==> src/tbt_pkg.sv <==
package tbt_pkg;

    // ------------------------------------------------------------------
    // Table geometry and field widths
    // ------------------------------------------------------------------
    localparam int ROWS       = 32;                  // Rows in the trigger log table.
    localparam int PTR_W      = 5;                   // Row index and trigger identifier width.
    localparam int TAG_USER_W = 5;                   // User code carried by a trigger command.
    localparam int TAG_POS_W  = 2;                   // Position within the covered crossings.
    localparam int TAG_W      = TAG_USER_W + TAG_POS_W; // Stored tag width (7 bits).
    localparam int BCID_W     = 16;                  // Bunch-crossing counter width.
    localparam int LAT_W      = 9;                   // Programmed latency width.
    localparam int DATA_W     = TAG_W + BCID_W;      // Payload bits held in one row.
    localparam int PAR_W      = 5;                   // Hamming check bits for the payload.
    localparam int CODE_W     = DATA_W + PAR_W;      // Coded row width.

    // ------------------------------------------------------------------
    // Field positions inside the payload word
    // ------------------------------------------------------------------
    localparam int DATA_BCID_LSB = 0;                // Crossing identifier sits low.
    localparam int DATA_TAG_LSB  = BCID_W;           // Tag sits above it.

    // ------------------------------------------------------------------
    // Reset values and fixed codes
    // ------------------------------------------------------------------
    localparam logic [PTR_W-1:0]      PTR_RST      = 5'h00;    // Pointer clear value.
    localparam logic [BCID_W-1:0]     BCID_RST     = 16'h0000; // Counter clear value.
    localparam logic [BCID_W-1:0]     BCID_STEP    = 16'h0001; // Advance per crossing.
    localparam logic [PTR_W-1:0]      PTR_STEP     = 5'h01;    // Advance per row.
    localparam logic [TAG_USER_W-1:0] EXT_TAG_USER = 5'h00;    // Tag for pin-driven triggers.
    localparam logic [TAG_POS_W-1:0]  EXT_TAG_POS  = 2'h0;     // Position for pin triggers.

    typedef logic [PTR_W-1:0]  tbt_ptr_t;            // Row pointer.
    typedef logic [BCID_W-1:0] tbt_bcid_t;           // Crossing identifier.
    typedef logic [TAG_W-1:0]  tbt_tag_t;            // Stored trigger tag.
    typedef logic [DATA_W-1:0] tbt_data_t;           // Uncoded row payload.
    typedef logic [CODE_W-1:0] tbt_code_t;           // Hamming coded row.

    // Bitwise majority of three pointer copies.
    function automatic tbt_ptr_t tbt_vote_ptr(input tbt_ptr_t a, input tbt_ptr_t b,
                                              input tbt_ptr_t c);
        return (a & b) | (a & c) | (b & c);
    endfunction

    // Bitwise majority of three counter copies.
    function automatic tbt_bcid_t tbt_vote_bcid(input tbt_bcid_t a, input tbt_bcid_t b,
                                                input tbt_bcid_t c);
        return (a & b) | (a & c) | (b & c);
    endfunction

    // Hamming encoder: data at non power-of-two positions, checks at powers of two.
    function automatic tbt_code_t tbt_ham_enc(input tbt_data_t d);
        tbt_code_t         cw;
        int                k;
        logic [PAR_W-1:0]  syn;
        cw  = '0;
        k   = 0;
        syn = '0;
        for (int p = 1; p <= CODE_W; p++) begin
            if ((p & (p - 1)) != 0) begin
                cw[p-1] = d[k];
                k++;
            end
        end
        for (int p = 1; p <= CODE_W; p++) begin
            if (cw[p-1]) begin
                syn = syn ^ PAR_W'(p);
            end
        end
        for (int i = 0; i < PAR_W; i++) begin
            cw[(1 << i) - 1] = syn[i];
        end
        return cw;
    endfunction

    // Hamming decoder: the syndrome names the flipped position, which is put right.
    function automatic tbt_data_t tbt_ham_dec(input tbt_code_t c);
        tbt_code_t         cw;
        tbt_data_t         d;
        int                k;
        logic [PAR_W-1:0]  syn;
        cw  = c;
        d   = '0;
        k   = 0;
        syn = '0;
        for (int p = 1; p <= CODE_W; p++) begin
            if (cw[p-1]) begin
                syn = syn ^ PAR_W'(p);
            end
        end
        if (syn != '0 && int'(syn) <= CODE_W) begin
            cw[int'(syn) - 1] = ~cw[int'(syn) - 1];
        end
        for (int p = 1; p <= CODE_W; p++) begin
            if ((p & (p - 1)) != 0) begin
                d[k] = cw[p-1];
                k++;
            end
        end
        return d;
    endfunction

endpackage

==> src/tbt_mem_if.sv <==
// Port between the table controller and the row storage.
interface tbt_mem_if;
    import tbt_pkg::*;

    logic      wr_en;                                // Write the addressed row.
    tbt_ptr_t  wr_addr;                              // Row to write.
    tbt_code_t wr_data;                              // Coded row contents.
    logic      rd_en;                                // Fetch the addressed row.
    tbt_ptr_t  rd_addr;                              // Row to fetch.
    tbt_code_t rd_data;                              // Registered row contents.

    modport ctrl (output wr_en, output wr_addr, output wr_data,
                  output rd_en, output rd_addr, input rd_data);
    modport mem  (input wr_en, input wr_addr, input wr_data,
                  input rd_en, input rd_addr, output rd_data);
endinterface

==> src/tbt_row_mem.sv <==
// --------------------------------------------------------------------------
// Row storage for the trigger log table
// --------------------------------------------------------------------------
module tbt_row_mem import tbt_pkg::*; #(
    parameter int DEPTH = ROWS                       // Number of rows.
) (
    input  wire logic sys_clk,                       // Bunch-crossing clock.
    input  wire logic rst,                           // Asynchronous reset, active high.
    tbt_mem_if.mem    port                           // Storage side port.
);

    tbt_code_t store_q [DEPTH];                      // Row array, no reset on purpose.
    tbt_code_t rd_data_q;                            // Registered read word.

    // The array has no reset so it maps onto plain storage cells; occupancy
    // is tracked by the controller, so stale contents are never presented.
    always_ff @(posedge sys_clk) begin
        if (port.wr_en) begin
            store_q[port.wr_addr] <= port.wr_data;
        end
    end

    // Read data come from a register, one cycle after the fetch request.
    always_ff @(posedge sys_clk or posedge rst) begin
        if (rst) begin
            rd_data_q <= '0;
        end else if (port.rd_en) begin
            rd_data_q <= store_q[port.rd_addr];
        end
    end

    assign port.rd_data = rd_data_q;

endmodule // tbt_row_mem

==> src/tbt_trigger_table.sv <==
// Notes on behaviour
// - At most one trigger per crossing.
// - Decoder or bypass pin triggers, same handling.
// - No self-trigger from hit activity.
// - Table holds thirty-two rows.
// - Triggers fill next free row, in order.
// - Forward each logged trigger pulse to matrix.
// - Send five-bit row index with pulse.
// - Row holds tag and crossing identifier.
// - Tag is user code plus position.
// - Crossing counter advances every clock.
// - Counter reset command clears crossing counter.
// - Readout drains rows first in first out.
// - Read row is cleared and freed.
// - Readout runs until table is empty.
// - Pointers and counter triple redundant, voted.
// - Rows Hamming coded, single flips corrected.
// - Event reset clears table and pointers.
// - Power-on reset is no event reset.
module tbt_trigger_table import tbt_pkg::*; (
    input  wire logic              sys_clk,                 // Bunch-crossing clock.
    input  wire logic              rst,                     // Power-on reset, active high.
    input  wire logic              cmd_trig_pulse,          // Trigger from command decoder.
    input  wire logic [TAG_USER_W-1:0] cmd_trig_tag,        // User code of that trigger.
    input  wire logic [TAG_POS_W-1:0]  cmd_trig_pos,        // Crossing position of it.
    input  wire logic              ext_trig_pin,            // Trigger pin used in bypass.
    input  wire logic              bypass_pin,              // Decoder bypass strap.
    input  wire logic              bunch_counter_reset_cmd, // Clear the crossing counter.
    input  wire logic              event_reset_cmd,         // Clear the data path.
    input  wire logic [LAT_W-1:0]  trig_latency,            // Programmed hit latency.
    input  wire logic              rd_ready,                // Readout takes the row.
    output logic                   matrix_trig_q,           // Trigger pulse to matrix.
    output tbt_ptr_t               matrix_trig_id_q,        // Trigger identifier to matrix.
    output logic                   rd_valid_q,              // Row offered to readout.
    output tbt_tag_t               rd_tag_q,                // Tag of offered row.
    output tbt_bcid_t              rd_bcid_q,               // Crossing id of offered row.
    output logic                   table_full_q,            // All rows occupied.
    output logic                   table_empty_q,           // No row occupied.
    output logic                   trig_drop_q              // Trigger lost to a full table.
);

    // ----------------------------------------------------------------------
    // Types and storage
    // ----------------------------------------------------------------------
    // Readout sequencer states.
    typedef enum logic [1:0] {
        RD_IDLE,                                     // Waiting for an occupied row.
        RD_FETCH,                                    // Row read in flight.
        RD_OFFER                                     // Row shown to readout.
    } tbt_rd_state_t;

    tbt_mem_if mem_bus ();                           // Controller to storage link.

    // Synchroniser stages.
    logic          ext_s1_q, ext_s2_q, ext_s3_q;     // Trigger pin synchroniser and edge.
    logic          ext_s1_d, ext_s2_d, ext_s3_d;     // Their next values.
    logic          byp_s1_q, byp_s2_q;               // Bypass strap synchroniser.
    logic          byp_s1_d, byp_s2_d;               // Their next values.

    // Voted state.
    tbt_ptr_t      wptr_q [3];                       // Write pointer, three copies.
    tbt_ptr_t      rptr_q [3];                       // Read pointer, three copies.
    tbt_bcid_t     bcid_q [3];                       // Crossing counter, three copies.
    tbt_ptr_t      wptr, rptr, wptr_d, rptr_d;       // Voted values and next values.
    tbt_bcid_t     bcid, bcid_d;                     // Voted counter and next value.
    // Occupancy and readout.
    logic [ROWS-1:0] row_full_q, row_full_d;         // Occupied-row flags.
    logic          live_q, live_d;                   // Data path released by event reset.
    tbt_rd_state_t rd_state_q, rd_state_d;           // Readout sequencer.

    // Next output values.
    logic          matrix_trig_d;                    // Next matrix pulse.
    tbt_ptr_t      matrix_trig_id_d;                 // Next trigger identifier.
    logic          rd_valid_d;                       // Next offer flag.
    tbt_tag_t      rd_tag_d;                         // Next offered tag.
    tbt_bcid_t     rd_bcid_d;                        // Next offered crossing id.
    logic          table_full_d, table_empty_d;      // Next occupancy flags.
    logic          trig_drop_d;                      // Next drop pulse.

    // Selected trigger.
    logic          trig_sel;                         // Accepted trigger this crossing.
    tbt_tag_t      tag_sel;                          // Its tag.
    tbt_data_t     rd_word;                          // Corrected row payload.

    // ----------------------------------------------------------------------
    // Row storage
    // ----------------------------------------------------------------------
    tbt_row_mem #(
        .DEPTH   (ROWS)
    ) u_rows (
        .sys_clk (sys_clk),
        .rst     (rst),
        .port    (mem_bus.mem)
    );

    // ----------------------------------------------------------------------
    // Pin synchronisers
    // ----------------------------------------------------------------------
    // The pins come from outside this clock, so each passes two flops; the
    // edge detector looks only at the second stage and a third flop.
    always_comb begin
        ext_s1_d = ext_trig_pin;
        ext_s2_d = ext_s1_q;
        ext_s3_d = ext_s2_q;

        byp_s1_d = bypass_pin;
        byp_s2_d = byp_s1_q;
    end

    // Register the synchroniser stages.
    always_ff @(posedge sys_clk or posedge rst) begin
        if (rst) begin
            // Pins idle low, so no false edge.
            ext_s1_q <= 1'b0;
            ext_s2_q <= 1'b0;
            ext_s3_q <= 1'b0;

            byp_s1_q <= 1'b0;
            byp_s2_q <= 1'b0;
        end else begin
            ext_s1_q <= ext_s1_d;
            ext_s2_q <= ext_s2_d;
            ext_s3_q <= ext_s3_d;

            byp_s1_q <= byp_s1_d;
            byp_s2_q <= byp_s2_d;
        end
    end

    // ----------------------------------------------------------------------
    // Trigger source selection
    // ----------------------------------------------------------------------
    // Only one source is live at a time and each yields a single-cycle
    // pulse, so one trigger per crossing at most. There is no path from hit
    // activity: triggers come from the decoder or the pin only.
    always_comb begin
        if (byp_s2_q) begin
            // Bypass: pin edges.
            trig_sel = ext_s2_q & ~ext_s3_q;
            tag_sel  = {EXT_TAG_USER, EXT_TAG_POS};
        end else begin
            // Decoder pulses.
            trig_sel = cmd_trig_pulse;
            tag_sel  = {cmd_trig_tag, cmd_trig_pos};
        end
    end

    // ----------------------------------------------------------------------
    // Voted state
    // ----------------------------------------------------------------------
    // Each copy is rewritten from the vote every cycle, so a single upset
    // is scrubbed on the next edge instead of lingering.
    always_comb begin
        wptr    = tbt_vote_ptr(wptr_q[0], wptr_q[1], wptr_q[2]);
        rptr    = tbt_vote_ptr(rptr_q[0], rptr_q[1], rptr_q[2]);
        bcid    = tbt_vote_bcid(bcid_q[0], bcid_q[1], bcid_q[2]);
        // Corrected read word.
        rd_word = tbt_ham_dec(mem_bus.rd_data);
    end

    // ----------------------------------------------------------------------
    // Next-state logic
    // ----------------------------------------------------------------------
    always_comb begin
        wptr_d           = wptr;
        rptr_d           = rptr;
        bcid_d           = bcid + BCID_STEP;
        row_full_d       = row_full_q;
        live_d           = live_q;
        rd_state_d       = rd_state_q;
        matrix_trig_d    = 1'b0;
        matrix_trig_id_d = matrix_trig_id_q;
        rd_valid_d       = rd_valid_q;
        rd_tag_d         = rd_tag_q;
        rd_bcid_d        = rd_bcid_q;
        trig_drop_d      = 1'b0;

        mem_bus.wr_en    = 1'b0;
        mem_bus.wr_addr  = wptr;
        mem_bus.wr_data  = tbt_ham_enc({tag_sel,
                                        tbt_bcid_t'(bcid - tbt_bcid_t'(trig_latency))});
        mem_bus.rd_en    = 1'b0;
        mem_bus.rd_addr  = rptr;

        // The counter reset command acts whatever the data path is doing.
        if (bunch_counter_reset_cmd) begin
            bcid_d = BCID_RST;
        end

        if (event_reset_cmd) begin
            // Event reset empties the table and releases the data path.
            wptr_d     = PTR_RST;
            rptr_d     = PTR_RST;
            row_full_d = '0;
            rd_state_d = RD_IDLE;
            rd_valid_d = 1'b0;
            live_d     = 1'b1;
        end else if (live_q) begin
            // Readout first, so a row freed here and a row filled below
            // never fight over the same flag.
            unique case (rd_state_q)
                RD_IDLE: begin
                    // Wait for a row.
                    if (row_full_q[rptr]) begin
                        mem_bus.rd_en = 1'b1;
                        rd_state_d    = RD_FETCH;
                    end
                end
                RD_FETCH: begin
                    // Latch the word.
                    rd_tag_d   = rd_word[DATA_TAG_LSB +: TAG_W];
                    rd_bcid_d  = rd_word[DATA_BCID_LSB +: BCID_W];
                    rd_valid_d = 1'b1;
                    rd_state_d = RD_OFFER;
                end
                RD_OFFER: begin
                    if (rd_ready) begin
                        // Taken: free it.
                        rd_valid_d       = 1'b0;
                        row_full_d[rptr] = 1'b0;
                        rptr_d           = rptr + PTR_STEP;
                        rd_state_d       = RD_IDLE;
                    end
                end
                default: begin
                    // Upset code: back to idle.
                    rd_state_d = RD_IDLE;
                end
            endcase

            // Trigger logging: the row flag is set after any clear above.
            if (trig_sel) begin
                if (row_full_q[wptr]) begin
                    // No free row.
                    trig_drop_d = 1'b1;
                end else begin
                    // Log and forward.
                    mem_bus.wr_en    = 1'b1;
                    row_full_d[wptr] = 1'b1;
                    wptr_d           = wptr + PTR_STEP;
                    matrix_trig_d    = 1'b1;
                    matrix_trig_id_d = wptr;
                end
            end
        end

        // Flags after this edge.
        table_full_d  = &row_full_d;
        table_empty_d = ~|row_full_d;
    end

    // ----------------------------------------------------------------------
    // State registers
    // ----------------------------------------------------------------------
    // Power-on reset only parks the data path: live_q stays low, so no
    // trigger is logged and nothing is read until an event reset arrives.
    always_ff @(posedge sys_clk or posedge rst) begin
        if (rst) begin
            // Clear every copy.
            for (int i = 0; i < 3; i++) begin
                wptr_q[i] <= PTR_RST;
                rptr_q[i] <= PTR_RST;
                bcid_q[i] <= BCID_RST;
            end

            row_full_q       <= '0;
            live_q           <= 1'b0;
            rd_state_q       <= RD_IDLE;
            matrix_trig_q    <= 1'b0;
            matrix_trig_id_q <= PTR_RST;
            rd_valid_q       <= 1'b0;
            rd_tag_q         <= '0;
            rd_bcid_q        <= BCID_RST;
            table_full_q     <= 1'b0;
            table_empty_q    <= 1'b1;
            trig_drop_q      <= 1'b0;
        end else begin
            // Rewrite every copy.
            for (int i = 0; i < 3; i++) begin
                wptr_q[i] <= wptr_d;
                rptr_q[i] <= rptr_d;
                bcid_q[i] <= bcid_d;
            end

            row_full_q       <= row_full_d;
            live_q           <= live_d;
            rd_state_q       <= rd_state_d;
            matrix_trig_q    <= matrix_trig_d;
            matrix_trig_id_q <= matrix_trig_id_d;
            rd_valid_q       <= rd_valid_d;
            rd_tag_q         <= rd_tag_d;
            rd_bcid_q        <= rd_bcid_d;
            table_full_q     <= table_full_d;
            table_empty_q    <= table_empty_d;
            trig_drop_q      <= trig_drop_d;
        end
    end

endmodule // tbt_trigger_table

==> config.mk <==
export PLATFORM = sky130hd
export DESIGN_NAME = tbt_trigger_table
export DESIGN_NICKNAME = d
export VERILOG_FILES = /design/src/tbt_pkg.sv /design/src/tbt_mem_if.sv /design/src/tbt_row_mem.sv /design/src/tbt_trigger_table.sv
export SDC_FILE = /design/constraint.sdc
export NUM_CORES = 1
export LEC_CHECK = 0
export ABC_AREA = 1
export BUFFER_PORTS_ARGS = -buffer_cell sky130_fd_sc_hd__buf_2
export CORE_UTILIZATION = 51
export DETAILED_ROUTE_END_ITERATION = 7
export PLACE_DENSITY = 0.64
export SLEW_MARGIN = 15
export SYNTH_ARGS = -nofsm -noshare
export SYNTH_HDL_FRONTEND = slang
export SYNTH_SLANG_ARGS = --single-unit
==> constraint.sdc <==
create_clock -name sys_clk -period 10.5 [get_ports sys_clk]
set_input_delay 0 -clock sys_clk [delete_from_list [all_inputs] [get_ports sys_clk]]
set_output_delay 0 -clock sys_clk [all_outputs]
set_load 0.1 [all_outputs]
==> flow_summary_export.csv <==
group,metric,value,unit
outcome,status,"finished clean",
pwr,power_switching,4.70,mW
cts,clkLatencyLatePin,0.69,ns
synth,yosysSeqAreaShare,0.682,
run,cap_violations,0,
cts,path_clk_slew,0.06,ns
cts,ctsLongestPathBuffers,3,
cts,numCtsBuffers,105,
global_route,grt_pass1_wl,189,mm
global_route,track_usage,0.295,
timing,layout_setup_ws,6.23,ns
cts,cts_sinks,1023,
critical_path,critPathKind,"register to register",
timing,hold-worst-slack,0.0246,ns
synth,syn_inst,3971,
synth,synth_edf_count,896,
pwr,pwr-share-comb,0.315,
cts,cts_tree,"built",
pwr,leakagePower,17.8,nW
placed_design,dp_cells,5019,
floorplanning,die_h,296,µm
floorplanning,dieArea,87700,µm²
placed_design,numPortBuffers,56,
floorplanning,io_pins,57,
cts,cts_resized,0,
cells_and_area,antenna_cells,0,
floorplanning,rows,107,
detailed_routing,via_per_inst,6.06,
detailed_routing,finalWirelength,130,mm
cells_and_area,final_cell_mix,"896 x edfxtp_1, 656 x nand2_1, 612 x nor2_1",
detailed_routing,wire_per_inst,24.8,µm
synth,ys_types,57,
cells_and_area,layout-drive-gt1-share,0.105,
timing,finalSetupTns,0,ns
cells_and_area,syn2layout_area_growth,12.1,%
detailed_routing,vias,31700,
critical_path,worst_setup_path_end_kind,"register",
timing,slew-limit-headroom,0.213,
hold_path,hold_class,"input port to asynchronous set/reset pin",
floorplanning,die_w,296,µm
synth,avgSynthCellArea,11.1,µm²
critical_path,crit_arrival,4.48,ns
cts,cts_root_buf,"clkbuf_16",
cells_and_area,layout_commonest_cell,"edfxtp_1",
pwr,pwr-share-seq,0.381,
placed_design,placedInstanceArea,45700,µm²
global_route,grt_pass1_vias,28700,
pwr,p_clk_frac,0.304,
timing,setup_violations,0,
cts,htreeDepth,3,
timing,tightest_slew,1.18,ns
critical_path,path_max_fanout,34,
global_route,overflow,0,
placed_design,gp_congestion,0.898,
detailed_routing,ant_nets,0,
timing,max_freq,234,MHz
cells_and_area,nets,4041,
floorplanning,start_util,0.516,
timing,skew,0.0219,ns
global_route,grt_max_degree,199,
cts,postCtsSetupBuffers,0,
cells_and_area,final_cells,5227,
detailed_routing,first_pass_iters,6,
floorplanning,core_area,85400,µm²
detailed_routing,drt_iter0_markers,3605,
synth,synth.ff_latch_count,1023,
synth,syn_area,44100,µm²
timing,fin_crit,4.27,ns
detailed_routing,drc,0,
critical_path,worstSetupStartpoint,"bcid_q[34]",
pwr,ir_drop,0.487,mV
synth,synth_ff_type,"edfxtp_1",
critical_path,critical_path_required,10.71,ns
timing,grt_setup_unrepaired,"false",
pwr,swShare,0.372,
pwr,p_int,7.95,mW
placed_design,detailed_place_hpwl,67.5,mm
synth,ys_warn_count,0,
pwr,power_density,256,nW/µm²
timing,slew_viol_final,0,
placed_design,pre_cts_ws,6.16,ns
synth,async_reset_ff_frac,0.124,
critical_path,r2r-start,"bcid_q[34]",
timing,hold_viol,0,
critical_path,start_kind,"register",
synth,syn_nets,4019,
timing,post-route-period-util,0.407,
cells_and_area,stdcell_area,49400,µm²
global_route,antenna_found_initial,0,
==> power by group through the flow <==
stage               Sequential [mW]  Combinational (mW)  Clock (mW)
floorplan                      5.14                3.02           0
detailed placement             4.90                3.94           0
CTS                            4.82                3.96        3.87
global placement               4.90                3.90           0
global route                   4.83                4.38        4.02
finish                         4.82                3.99        3.84
==> final timing paths <==
| path | end | slack, ns | cells past startpoint |
|---|---|---|---|
| max | u_rows.store_q[26][1] | 6.23 | 16 |
| max in group asynchronous | rptr_q[10] | 9.18 | 4 |
| min in group sys_clk | trig_drop_q | 0.06 | 5 |
| min reg2reg | byp_s2_q | 0.35 | 0 |
| min | rd_tag_q[1] | 0.02 | 3 |
| max reg2reg | u_rows.store_q[26][1] | 6.23 | 16 |
==> per-layer routing <==
layer,part of all wire,track usage,up-vias
met4,0.034,0.102,0
met1,0.41,0.421,15600
li1,-,-,14200
met5,0,0,-
met3,0.098,0.0530,259
met2,0.46,0.457,1631
==> per-stage QoR <==
stage | power [mW] | utilization
after floorplan | 8.16 | -
after global placement | 8.80 | 0.536
after detailed placement | 8.84 | 0.536
after CTS | 12.6 | 0.579
after global routing | 13.2 | 0.579
final | 12.6 | 0.579
==> Yosys cell counts, types with 19 or more instances <==
library cell / instances / area share
edfxtp_1: 896 / 0.61
nand2_1: 656 / 0.056
nor2_1: 650 / 0.055
o21ai_0: 508 / 0.058
o22ai_1: 226 / 0.032
clkbuf_1: 176 / 0.015
inv_1: 163 / 0.014
nand3_1: 155 / 0.018
dfrtp_1: 126 / 0.071
nand4_1: 39 / 0.0055
a21oi_1: 34 / 0.0039
a221oi_1: 28 / 0.0056
o21ai_1: 25 / 0.0028
xor2_1: 24 / 0.0048
ha_1: 23 / 0.0065
o211ai_1: 21 / 0.0036
buf_2: 20 / 0.0023
nand2_2: 19 / 0.0027
==> sequential cells by signal (all words and copies together) (netlist names), 2 cells and up <==
name and flops:
rd_tag_q 7, rptr_q 5, rd_bcid_q 16, row_full_q 32, u_rows.store_q 896, u_rows.port.rd_data 28, rd_state_q 2, wptr_q 5
matrix_trig_id_q 5, bcid_q 16
==> cells by family after synthesis <==
group,Yosys count,synth area share
AOI/OAI and AO/OA,882,0.114
xor gates and xnor gates,40,0.00828
adders and majority gates,24,0.00698
buffers and inverters,406,0.0376
DFF,1023,0.682
and+or+nand+nor,1596,0.151
==> critical path, stage by stage (launching register included) <==
cell	delay [ns]
dfrtp_1	0.41
ha_1	0.36
a21oi_1	0.27
nand2_1	0.17
nand2_1	0.09
nand3_1	0.08
and2_1	0.17
o21ai_0	0.15
nand2_1	0.08
xor2_1	0.41
inv_1	0.57
nand3_1	0.29
nand2_1	0.08
nand2_1	0.08
nand2_1	0.05
nand2_1	0.05
nand2_1	0.50
==> what timing repair did <==
item,CTS,global route
endpoints found under the setup margin,0,0
endpoints found under the hold margin,162,32
hold buffers,10,1
==> area by class of cell <==
class	count	area, µm²
inverters	184	711
repair buffers	137	941
clock buffers	148	2950
flip-flops and latches	1023	30100
fillers	7134	36000
multi-input cells	2542	12700
well taps	1144	1430
clock inverters	49	614
Power figures use the tool's default switching activity.
